File: src/core/irc_pkg.sv
// Shared constants and carrier types for the IR resource configuration bank
package irc_pkg;

  // ---------------------------------------------------------------
  // Configuration indices
  // ---------------------------------------------------------------
  localparam logic [7:0] IDX_ROUTE = 8'h29;
  localparam logic [7:0] IDX_RSVD_2A = 8'h2A;
  localparam logic [7:0] IDX_FIR_BASE = 8'h2B;
  localparam logic [7:0] IDX_FIR_DMA = 8'h2C;
  localparam logic [7:0] IDX_HD_TIMEOUT = 8'h2D;
  localparam logic [7:0] IDX_SSEL_A = 8'h2E;
  localparam logic [7:0] IDX_SSEL_B = 8'h2F;

  // ---------------------------------------------------------------
  // Reset values
  // ---------------------------------------------------------------
  localparam logic [7:0] RST_ROUTE = 8'h00;
  localparam logic [7:0] RST_RSVD_2A = 8'h00;
  localparam logic [7:0] RST_FIR_BASE = 8'h00;
  localparam logic [7:0] RST_FIR_DMA = 8'h00;
  localparam logic [7:0] RST_HD_TIMEOUT = 8'h03;
  localparam logic [7:0] RST_SSEL = 8'h00;
  localparam logic [7:0] RST_INDEX = 8'h00;

  // ---------------------------------------------------------------
  // Field layout
  // ---------------------------------------------------------------
  localparam int ROUTE_IRQ_LSB = 0;
  localparam int ROUTE_MODE_BIT = 4;
  localparam int ROUTE_RSVD_BIT = 5;
  localparam int ROUTE_SIRQ_BIT = 7;
  localparam logic [7:0] ROUTE_WR_MASK = 8'hDF;
  localparam logic [7:0] DMA_WR_MASK = 8'h0F;
  localparam int BASE_HI_LSB = 5;
  localparam logic [3:0] IRQ_NONE = 4'h0;
  localparam logic [3:0] DMA_SEL_LAST = 4'h3;
  localparam int NUM_IRQ = 16;
  localparam int NUM_DMA = 4;

  // ---------------------------------------------------------------
  // Timing
  // ---------------------------------------------------------------
  localparam int CLK_PERIOD_NS = 40;
  localparam int HD_UNIT_NS = 100000;
  localparam int HD_TICK_CYCLES = HD_UNIT_NS / CLK_PERIOD_NS;

  // ---------------------------------------------------------------
  // Carriers
  // ---------------------------------------------------------------
  typedef struct packed {
    logic in_cfg;
    logic idx_wr;
    logic data_wr;
    logic data_rd;
    logic [7:0] wdata;
  } irc_host_req_t;

  typedef struct packed {
    logic timeout_wr;
    logic ssel_a_wr;
    logic ssel_b_wr;
    logic [7:0] wdata;
  } irc_ir_req_t;

endpackage : irc_pkg

File: src/core/irc_hd_timer.sv
// Half-duplex turnaround timer counting 100 us units
`timescale 1ns/1ns
module irc_hd_timer #(
  parameter int TICK_CYCLES = irc_pkg::HD_TICK_CYCLES
) (
  input wire logic clk_sys_i,
  input wire logic sys_rst_i,
  input wire logic ce_i,
  input wire logic start_i,
  input wire logic [7:0] timeout_i,
  output logic busy_o,
  output logic done_o
);

  logic [12:0] tick;
  logic [7:0] units;
  logic tick_end;

  assign tick_end = (tick == 13'(TICK_CYCLES - 1));

  // ---------------------------------------------------------------
  // Unit counter: value times 100 us
  // ---------------------------------------------------------------
  always_ff @(posedge clk_sys_i) begin
    if (sys_rst_i) begin
      tick <= 13'h0000;
      units <= 8'h00;
      busy_o <= 1'b0;
      done_o <= 1'b0;
    end else if (ce_i) begin
      done_o <= 1'b0;
      if (start_i) begin
        // Zero time-out expires at once
        tick <= 13'h0000;
        units <= timeout_i;
        busy_o <= (timeout_i != 8'h00);
        done_o <= (timeout_i == 8'h00);
      end else if (busy_o) begin
        if (tick_end) begin
          tick <= 13'h0000;
          units <= units - 8'h01;
          if (units == 8'h01) begin
            busy_o <= 1'b0;
            done_o <= 1'b1;
          end
        end else begin
          tick <= tick + 13'h0001;
        end
      end
    end
  end
endmodule : irc_hd_timer

File: src/core/irc_cfg_regs.sv
// IR resource configuration register bank, indices 29h to 2Fh
// ---------------------------------------------------------------
// Summary of operation
// - Route register reachable only in config at 29h
// - Bits 3:0 route interrupt input to IRQ
// - Code 0 no line, 1-15 lines 1-15
// - Unselected IRQ outputs stay high impedance
// - Bit 4 picks IR output mode path
// - Bit 5 ignores writes, reads zero
// - Bit 7 set disables serial IRQ
// - Index 2Ah reserved, holds zero
// - Fast-IR base holds address bits 10:3
// - Base bits 10:8 zero disables decode
// - Chip select low; A2:0 pass through
// - DMA field 0-3 selects A-D, else none
// - DMA bits 7:4 ignore writes, read zero
// - Unselected DMA requests stay high impedance
// - Turnaround time-out resets to 03h, read/write
// - Time-out is value times 100 us
// - Config and controller time-out copies mirror
// - Controller soft reset leaves time-out alone
// - Select A shared with controller block 3/05h
// - Select B shared with controller block 3/06h
// ---------------------------------------------------------------
`timescale 1ns/1ns
module irc_cfg_regs #(
  parameter int HD_TICK_CYCLES = irc_pkg::HD_TICK_CYCLES
) (
  input wire logic clk_sys_i,
  input wire logic sys_rst_i,
  input wire logic ce_i,
  input wire irc_pkg::irc_host_req_t host_i,
  output logic [7:0] cfg_rdata_o,
  input wire irc_pkg::irc_ir_req_t ir_i,
  output logic [7:0] hd_timeout_o,
  output logic [7:0] software_select_a_o,
  output logic [7:0] software_select_b_o,
  input wire logic hd_start_i,
  output logic hd_busy_o,
  output logic hd_done_o,
  input wire logic ext_irq_input_i,
  output logic [15:1] irq_o,
  output logic [15:1] irq_oe_o,
  output logic ir_output_mode_sel_o,
  output logic serial_irq_enable_o,
  input wire logic chip_select_n_i,
  input wire logic [10:0] addr_i,
  output logic fast_ir_engine_sel_o,
  output logic [2:0] fast_ir_engine_reg_o,
  input wire logic fir_drq_i,
  output logic [3:0] dma_request_out_o,
  output logic [3:0] dma_request_out_oe_o
);

  // ---------------------------------------------------------------
  // Decode helpers
  // ---------------------------------------------------------------
  function automatic logic [15:0] irc_irq_decode(input logic [3:0] code);
    logic [15:0] hot;
    hot = 16'h0000;
    hot[code] = 1'b1;
    hot[0] = 1'b0;
    return hot;
  endfunction : irc_irq_decode

  function automatic logic [3:0] irc_dma_decode(input logic [3:0] code);
    logic [3:0] hot;
    hot = 4'h0;
    if (code <= irc_pkg::DMA_SEL_LAST) begin
      hot[code[1:0]] = 1'b1;
    end
    return hot;
  endfunction : irc_dma_decode

  function automatic logic irc_hit(input logic [7:0] idx,
                                   input logic [7:0] want);
    return idx == want;
  endfunction : irc_hit

  // ---------------------------------------------------------------
  // State
  // ---------------------------------------------------------------
  logic [7:0] index;
  logic [7:0] route;
  logic [7:0] rsvd_2a;
  logic [7:0] fir_base;
  logic [7:0] fir_dma;
  logic [7:0] hd_timeout;
  logic [7:0] ssel_a;
  logic [7:0] ssel_b;
  logic cfg_wr;
  logic [7:0] next_rdata;
  logic [15:0] irq_hot;
  logic fir_enabled;

  // Data strokes count only inside configuration state
  assign cfg_wr = host_i.in_cfg && host_i.data_wr;

  // ---------------------------------------------------------------
  // Index register
  // ---------------------------------------------------------------
  always_ff @(posedge clk_sys_i) begin
    if (sys_rst_i) begin
      index <= irc_pkg::RST_INDEX;
    end else if (ce_i && host_i.in_cfg && host_i.idx_wr) begin
      index <= host_i.wdata;
    end
  end

  // ---------------------------------------------------------------
  // Interrupt routing and mode
  // ---------------------------------------------------------------
  always_ff @(posedge clk_sys_i) begin
    if (sys_rst_i) begin
      route <= irc_pkg::RST_ROUTE;
    end else if (ce_i && cfg_wr && irc_hit(index, irc_pkg::IDX_ROUTE)) begin
      // Bit 5 never stored
      route <= host_i.wdata & irc_pkg::ROUTE_WR_MASK;
    end
  end

  // Reserved slot: keeps its reset value, writes dropped
  always_ff @(posedge clk_sys_i) begin
    if (sys_rst_i) begin
      rsvd_2a <= irc_pkg::RST_RSVD_2A;
    end
  end

  // ---------------------------------------------------------------
  // Fast-IR base and DMA select
  // ---------------------------------------------------------------
  always_ff @(posedge clk_sys_i) begin
    if (sys_rst_i) begin
      fir_base <= irc_pkg::RST_FIR_BASE;
    end else if (ce_i && cfg_wr && irc_hit(index, irc_pkg::IDX_FIR_BASE)) begin
      fir_base <= host_i.wdata;
    end
  end

  always_ff @(posedge clk_sys_i) begin
    if (sys_rst_i) begin
      fir_dma <= irc_pkg::RST_FIR_DMA;
    end else if (ce_i && cfg_wr && irc_hit(index, irc_pkg::IDX_FIR_DMA)) begin
      fir_dma <= host_i.wdata & irc_pkg::DMA_WR_MASK;
    end
  end

  // ---------------------------------------------------------------
  // Mirrored turnaround time-out
  // ---------------------------------------------------------------
  // One storage serves both views, so the copies can never drift.
  // Only the device reset touches it; the controller soft reset is
  // not wired here at all.
  always_ff @(posedge clk_sys_i) begin
    if (sys_rst_i) begin
      hd_timeout <= irc_pkg::RST_HD_TIMEOUT;
    end else if (ce_i) begin
      if (cfg_wr && irc_hit(index, irc_pkg::IDX_HD_TIMEOUT)) begin
        hd_timeout <= host_i.wdata;
      end else if (ir_i.timeout_wr) begin
        hd_timeout <= ir_i.wdata;
      end
    end
  end

  // ---------------------------------------------------------------
  // Software select bytes shared with the IR controller
  // ---------------------------------------------------------------
  always_ff @(posedge clk_sys_i) begin
    if (sys_rst_i) begin
      ssel_a <= irc_pkg::RST_SSEL;
    end else if (ce_i) begin
      if (cfg_wr && irc_hit(index, irc_pkg::IDX_SSEL_A)) begin
        ssel_a <= host_i.wdata;
      end else if (ir_i.ssel_a_wr) begin
        ssel_a <= ir_i.wdata;
      end
    end
  end

  always_ff @(posedge clk_sys_i) begin
    if (sys_rst_i) begin
      ssel_b <= irc_pkg::RST_SSEL;
    end else if (ce_i) begin
      if (cfg_wr && irc_hit(index, irc_pkg::IDX_SSEL_B)) begin
        ssel_b <= host_i.wdata;
      end else if (ir_i.ssel_b_wr) begin
        ssel_b <= ir_i.wdata;
      end
    end
  end

  assign hd_timeout_o = hd_timeout;
  assign software_select_a_o = ssel_a;
  assign software_select_b_o = ssel_b;

  // ---------------------------------------------------------------
  // Read path
  // ---------------------------------------------------------------
  always_comb begin
    case (index)
      irc_pkg::IDX_ROUTE: next_rdata = route;
      irc_pkg::IDX_RSVD_2A: next_rdata = rsvd_2a;
      irc_pkg::IDX_FIR_BASE: next_rdata = fir_base;
      irc_pkg::IDX_FIR_DMA: next_rdata = fir_dma;
      irc_pkg::IDX_HD_TIMEOUT: next_rdata = hd_timeout;
      irc_pkg::IDX_SSEL_A: next_rdata = ssel_a;
      irc_pkg::IDX_SSEL_B: next_rdata = ssel_b;
      default: next_rdata = 8'h00;
    endcase
  end

  always_ff @(posedge clk_sys_i) begin
    if (sys_rst_i) begin
      cfg_rdata_o <= 8'h00;
    end else if (ce_i && host_i.in_cfg && host_i.data_rd) begin
      cfg_rdata_o <= next_rdata;
    end
  end

  // ---------------------------------------------------------------
  // IRQ routing and mode outputs
  // ---------------------------------------------------------------
  assign irq_hot = irc_irq_decode(route[irc_pkg::ROUTE_IRQ_LSB +: 4]);

  always_ff @(posedge clk_sys_i) begin
    if (sys_rst_i) begin
      irq_o <= 15'h0000;
      irq_oe_o <= 15'h0000;
    end else if (ce_i) begin
      // Only the chosen line is driven; the rest float
      irq_o <= {15{ext_irq_input_i}} & irq_hot[15:1];
      irq_oe_o <= irq_hot[15:1];
    end
  end

  always_ff @(posedge clk_sys_i) begin
    if (sys_rst_i) begin
      ir_output_mode_sel_o <= 1'b0;
      serial_irq_enable_o <= 1'b1;
    end else if (ce_i) begin
      ir_output_mode_sel_o <= route[irc_pkg::ROUTE_MODE_BIT];
      serial_irq_enable_o <= !route[irc_pkg::ROUTE_SIRQ_BIT];
    end
  end

  // ---------------------------------------------------------------
  // Fast-IR address decode
  // ---------------------------------------------------------------
  assign fir_enabled = (fir_base[7:irc_pkg::BASE_HI_LSB] != 3'h0);
  // Low three address bits are not compared
  assign fast_ir_engine_sel_o = fir_enabled && !chip_select_n_i
                                && (addr_i[10:3] == fir_base);
  assign fast_ir_engine_reg_o = addr_i[2:0];

  // ---------------------------------------------------------------
  // Fast-IR DMA request steering
  // ---------------------------------------------------------------
  always_ff @(posedge clk_sys_i) begin
    if (sys_rst_i) begin
      dma_request_out_o <= 4'h0;
      dma_request_out_oe_o <= 4'h0;
    end else if (ce_i) begin
      // Reserved codes steer nowhere, same as none
      dma_request_out_o <= {4{fir_drq_i}} & irc_dma_decode(fir_dma[3:0]);
      dma_request_out_oe_o <= irc_dma_decode(fir_dma[3:0]);
    end
  end

  // ---------------------------------------------------------------
  // Turnaround timer
  // ---------------------------------------------------------------
  irc_hd_timer #(
    .TICK_CYCLES(HD_TICK_CYCLES)
  ) u_hd_timer (
    .clk_sys_i(clk_sys_i),
    .sys_rst_i(sys_rst_i),
    .ce_i(ce_i),
    .start_i(hd_start_i),
    .timeout_i(hd_timeout),
    .busy_o(hd_busy_o),
    .done_o(hd_done_o)
  );
endmodule : irc_cfg_regs

File: config.mk
export PLATFORM = sky130hd
export DESIGN_NAME = irc_cfg_regs
export DESIGN_NICKNAME = d
export VERILOG_FILES = /design/src/core/irc_pkg.sv /design/src/core/irc_hd_timer.sv /design/src/core/irc_cfg_regs.sv
export SDC_FILE = /design/constraint.sdc
export NUM_CORES = 1
export LEC_CHECK = 0
export ABC_AREA = 0
export CAP_MARGIN = 20
export CORE_UTILIZATION = 53
export CTS_BUF_LIST = sky130_fd_sc_hd__clkbuf_4 sky130_fd_sc_hd__clkbuf_8
export CTS_CLUSTER_SIZE = 8
export DETAILED_ROUTE_END_ITERATION = 8
export DONT_BUFFER_PORTS = 1
export HOLD_SLACK_MARGIN = 0.12
export PLACE_DENSITY = 0.68
export SETUP_SLACK_MARGIN = 0.5
export SLEW_MARGIN = 20
export SYNTH_ARGS = -nofsm -noshare
export SYNTH_HDL_FRONTEND = slang
export SYNTH_HIERARCHICAL = 1
export SYNTH_SLANG_ARGS = --single-unit
File: constraint.sdc
create_clock -name clk_sys_i -period 3.73 [get_ports clk_sys_i]
set_input_delay 0.746 -clock clk_sys_i [delete_from_list [all_inputs] [get_ports clk_sys_i]]
set_output_delay 0.746 -clock clk_sys_i [all_outputs]
set_load 0.01 [all_outputs]
==> results.yml, run 1 <==
floorplanning:
  io_pins: 119
  die_h_um: 105
  start_util: 0.546
  dieArea_um2: 11000
  rows: 37
  die_x_um: 105
  coreArea_um2: 10300
yosys:
  synth_ff_type: "dfxtp_1"
  synth.area.top_cells: "dfxtp_1 44%, nor2_1 6.4%, mux2i_1 6.2%"
  synth_top_area_frac: 0.435
  synth_seq_cells: 122
  synth.avg_cell_area_um2: 9.23
  syn-cell-area_um2: 5610
  synth_top_area_cell: "dfxtp_1"
  synthArstFlopShare: 0
  yosysWarnings: 6
  synth_nets: 652
  ys_seq_area_frac: 0.435
  synth-edff-count: 0
  synth_cells: 608
  ys_types: 66
clocking:
  cts_made_buffers: 17
  clockRootBuffer: "clkbuf_8"
  clk_path_buf_depth: 2
  post-cts-setup-buffers: 0
  cts-resized-gates: 0
  cts_tree: "yes"
  cts_hold_buffers: 0
  clock_latency_ns: 0.43
  htree_levels: 4
  clk_pin_slew_worst_paths_ns: 0.07
  numClockSinks: 122
worst_setup_path:
  cp_cell_sequence: "xor2_1 -> or4_1 -> nor3_1"
  critical_path_class: "flip-flop to output port"
  crit_path_end_kind: "output port"
  path_delay_family: "simple AND/OR/NAND/NOR gates"
  cp_max_fo: 3
  slowest_stage: "or4_1"
  crit_buf_inv: 0
  start_kind: "flip-flop"
  max_stage_delay_ns: 0.52
  cp.arrival_ns: 1.78
  required_ns: 2.98
timing:
  fmax_mhz: 395
  worstMarginPinSlew_ns: 0.997
  rsz0062_at_grt: "no"
  hold_violations: 0
  setup_viol: 0
  finClkSkew_ns: 0.0108
  slew-limit-headroom: 0.334
  min_period_ns: 2.53
  hold_slack_ns: 0.375
  finalSetupTns_ns: 0
  timing.final.ws_setup_ns: 1.20
  fin_crit_sh: 0.679
  maxSlewViolCount: 0
pwr:
  p_leak_nw: 2.18
  powerDensity_nw_per_um2: 436
  ir_drop_uv: 298
global_routing:
  antenna_found_initial: 0
  grt_max_degree: 94
  grt.total_usage: 0.279
  overflow: 0
  grt_pass1_vias: 4534
  grt_pass1_wl_um: 23800
detailed_routing:
  drt_pass1_iterations: 5
  ant_nets: 0
  drt-total-wl_um: 14900
  drtIter0Drc: 365
  vias_per_cell: 6.43
  drc: 0
  wire_per_inst_um: 20.2
  num_vias: 4730
final_layout:
  antennaDiodeCount: 0
  syn2layout_area_growth_pct: 6.98
  final_cell_mix: "122 x dfxtp_1, 96 x nor2_1, 40 x nand2_1"
  design_area_um2: 6000
  final_util: 0.584
  nets: 632
  drive_above_1_share: 0.0983
  layout_commonest_cell: "dfxtp_1"
placed_design:
  gp_congestion: 0.848
  placed_area_um2: 5620
  port_buffers: 0
  dp.final_hpwl_um: 10400
  dp_slack_ns: 1.25
hold_path:
  hold_path_class: "input pin to flip-flop"
run_status:
  status: "completed"
run:
  cap_violations: 0
## where the power goes
part	leakage (nW)	internal [mW]	total [mW]	switching [mW]
Sequential	0.988	1.33	1.37	0.0465
Clock	0.197	0.622	1.12	0.494
Combinational	0.997	0.0577	0.125	0.0671
## synth_stat cells (2+ instances only)
cell type	count
a21oi_1	17
a221o_1	14
a22oi_1	35
a31o_1	3
a31oi_1	6
a32oi_1	17
and2_1	11
and3_1	6
and4_1	8
buf_1	6
buf_2	5
buf_4	5
clkbuf_1	25
dfxtp_1	122
ha_1	3
inv_1	9
mux2_2	8
mux2i_1	35
mux4_2	4
nand2_1	40
nand2b_1	3
nand3_1	9
nand4_1	7
nand4b_1	2
nor2_1	96
nor2b_1	10
nor3_1	6
nor3_2	2
nor4_1	6
nor4_2	2
nor4b_1	2
o211ai_1	2
o21ai_0	16
o21bai_1	5
o22a_1	2
o22ai_1	4
o311ai_0	3
o31a_1	2
or3_1	6
or4_1	4
xnor2_1	7
xor2_1	9
## registers in the layout, summed over array words and instances (netlist names), 7 cells and up
name                 flops
irq_o                   15
irq_oe_o                15
u_hd_timer/tick         13
cfg_rdata_o              8
fir_base                 8
hd_timeout_o             8
index                    8
software_select_a_o      8
software_select_b_o      8
u_hd_timer/units         8
route                    7
## routing by layer
metal  vias up  global-route usage  wire, um
met1      2259               0.353      6270
li1       2220                   -         -
met5         -                   0         0
met3        32               0.113      1690
met2       219               0.419      6610
met4         0               0.116       292
## cell type report
| class | instances | area, um2 |
|---|---|---|
| Clock inverter | 7 | 65.1 |
| Fill cell | 929 | 4280 |
| Multi-Input combinational cell | 435 | 2950 |
| Timing Repair Buffer | 3 | 22.5 |
| Sequential cell | 122 | 2440 |
| Tap cell | 136 | 170 |
| Inverter | 9 | 33.8 |
| Clock buffer | 24 | 318 |
## per-stage QoR
step,total power [mW],instances
2_1_floorplan,1.52,608
3_3_place_gp,1.52,705
3_5_place_dp,1.53,705
4_1_cts,2.63,736
5_1_grt,2.70,736
6_report,2.62,736
## worst paths after layout
check	slack, ns	depth (start not counted)	end	start
max	1.20	3	fast_ir_engine_sel_o	fir_base[3]
min	0.38	1	u_hd_timer/busy_o	sys_rst_i
max reg2reg	1.30	4	software_select_b_o[7]	index[1]
min reg2reg	0.47	2	u_hd_timer/units[6]	u_hd_timer/units[6]
## logic make-up after synthesis
logic type	Yosys count	synth area share
AO/OA/AOI/OAI	138	0.183
XOR/XNOR	16	0.0250
adder cells (fa/ha/maj)	3	0.00669
buffers and inverters	51	0.0388
flip-flops	122	0.435
multiplexers	47	0.0946
AND/OR/NAND/NOR	231	0.216
## worst register-to-register path: stages (launching register included)
cell,delay (ns)
dfxtp_1,0.91
nand4_1,0.45
o311a_1,0.51
and2_1,0.20
a221o_1,0.26
(Power assumes the default switching activity.)
==> run 2: changes to the inputs <==
- ABC_AREA: 0 -> 1
- PLACE_DENSITY: 0.68 -> 0.71
- clock period: 3.73 -> 2.2 ns (I/O delays scaled with it)
==> results.yml, run 2 <==
detailed_routing:
  drt_pass1_iterations: 6
  met3_wirelength_um: 1440
  drc: 0
  num_vias: 5693
  ant_nets: 0
  wl_met2_um: 7410
  wl_met1_um: 6430
  vias_per_cell: 5.62
  drt-total-wl_um: 15700
  drtIter0Drc: 436
  wire_per_inst_um: 15.5
  top_layer: "met4"
yosys:
  synth.avg_cell_area_um2: 6.95
  ys_types: 40
  synth_top_area_frac: 0.409
  synth_top_area_cell: "dfxtp_1"
  synth_nets: 903
  synth.area.top_cells: "dfxtp_1 41%, nand2_1 11%, nor2_1 7.5%"
  yosys-top-cells-count: "169 x nand2_1, 122 x dfxtp_1, 120 x nor2_1, 86 x a21oi_1"
  yosysMostFrequentCell: "nand2_1"
  yosysWarnings: 6
  ys_seq_area_frac: 0.409
  synth-edff-count: 0
  synth_seq_cells: 122
  syn-cell-area_um2: 5970
  synth_cells: 859
  synth_ff_type: "dfxtp_1"
  synthArstFlopShare: 0
final_layout:
  final_util: 0.600
  drive_above_1_share: 0.103
  nets: 904
  final_cell_mix: "169 x nand2_1, 120 x dfxtp_1, 119 x nor2_1"
  reg_top3: "irq_o: 15 flops, irq_oe_o: 15 flops, u_hd_timer/tick: 13 flops"
  layout_commonest_cell: "nand2_1"
  antennaDiodeCount: 0
  syn2layout_area_growth_pct: 9.41
timing:
  fmax_mhz: 534
  hold_violations: 0
  slew-limit-headroom: 0.658
  setup_viol: 0
  fin_crit_sh: 0.852
  rsz0062_at_grt: "yes"
  finalSetupTns_ns: 0
  maxSlewViolCount: 0
  worstMarginPinSlew_ns: 0.510
  finClkSkew_ns: 0.00711
  min_period_ns: 1.87
  timing.final.ws_setup_ns: 0.326
clocking:
  clockRootBuffer: "clkbuf_8"
  cts_tree: "yes"
  clock_latency_ns: 0.45
  clk_pin_slew_worst_paths_ns: 0.07
  htree_levels: 4
  cts_made_buffers: 17
  clk_path_buf_depth: 2
  numClockSinks: 122
global_routing:
  grt.total_usage: 0.280
  grt_max_degree: 53
  overflow: 0
  grt_pass1_vias: 5207
  grt_pass1_wl_um: 25100
  antenna_found_initial: 0
hold_path:
  hold_path_class: "input pin to flip-flop"
floorplanning:
  start_util: 0.548
  rows: 38
  die_x_um: 108
  die_h_um: 108
  dieArea_um2: 11700
  io_pins: 119
  coreArea_um2: 10900
worst_setup_path:
  critical_path_class: "flip-flop to output port"
  max_stage_delay_ns: 0.33
  crit_path_end_kind: "output port"
  slowest_stage: "dfxtp_1"
  cp.arrival_ns: 1.43
  required_ns: 1.76
  cp_max_fo: 3
  cp_cell_sequence: "inv_1 -> nand2_1 -> o21ai_0 -> nor2_1 -> o211ai_1 -> nor2_2"
  start_kind: "flip-flop"
pwr:
  p_leak_nw: 2.55
  total_power_mw: 4.75
  ir_drop_uv: 541
  powerDensity_nw_per_um2: 728
run_status:
  status: "completed"
placed_design:
  dp.final_hpwl_um: 11100
  port_buffers: 0
  dp_slack_ns: 0.422
  gp_congestion: 0.909
run:
  cap_violations: 0
run 2: final timing paths:
kind                from                   end  slack, ns  cells after the start
min            fir_drq_i  dma_request_out_o[0]       0.15                      2
max          fir_base[3]  fast_ir_engine_sel_o       0.33                      6
min reg2reg     index[5]              index[5]       0.45                      2
max reg2reg     index[3]              route[3]       0.62                      5
run 2: metal layers:
layer	vias to the layer above	GRT usage
met5	-	0
met4	0	0.113
met3	40	0.0922
met2	262	0.456
met1	2572	0.339
li1	2819	-
run 2: report_power, final:
part	internal [mW]	switching (mW)	total, mW
clock	1.15	0.931	2.08
sequential	2.26	0.0769	2.34
combinational	0.112	0.224	0.336
run 2: worst max-delay path: cells and delay by family, from the launching register on:
family          cells  cell delay (ns)
compound gates      2             0.23
flops               1             0.33
simple gates        3             0.34
buf+inv             1             0.08
run 2: metrics by stage:
step | hold WS, ns | cells | cell area (um2)
floorplan | 0.424 | 859 | 5970
global placement | 0.432 | 973 | 6000
detailed placement | 0.439 | 973 | 6000
CTS | 0.121 | 1013 | 6520
global route | 0.130 | 1013 | 6530
finish | 0.146 | 1013 | 6530
run 2: final cells by class:
type                            instances  area (um2)
Fill cell                             973        4360
Clock inverter                         14         174
Multi-Input combinational cell        613        3010
Sequential cell                       122        2440
Tap cell                              140         175
Timing Repair Buffer                   14         138
Inverter                               92         348
Clock buffer                           18         248
run 2: repair_timing:
action	CTS	global route
cloned	1	0
pin swaps	3	3
hold buffers	4	0
hold endpoints to repair	50	0
setup endpoints to repair	41	14
buffers inserted	3	0
resized for setup	4	2
run 2: kinds of logic (layout without fill, tap and decap cells):
group / after synthesis / count (layout) / synth area share
buffers and inverters: 125 / 138 / 0.0912
DFF: 122 / 122 / 0.409
adders and majority gates: 3 / 3 / 0.00629
xor gates and xnor gates: 5 / 5 / 0.00734
AOI/OAI and AO/OA: 188 / 188 / 0.167
and+or+nand+nor: 416 / 417 / 0.319
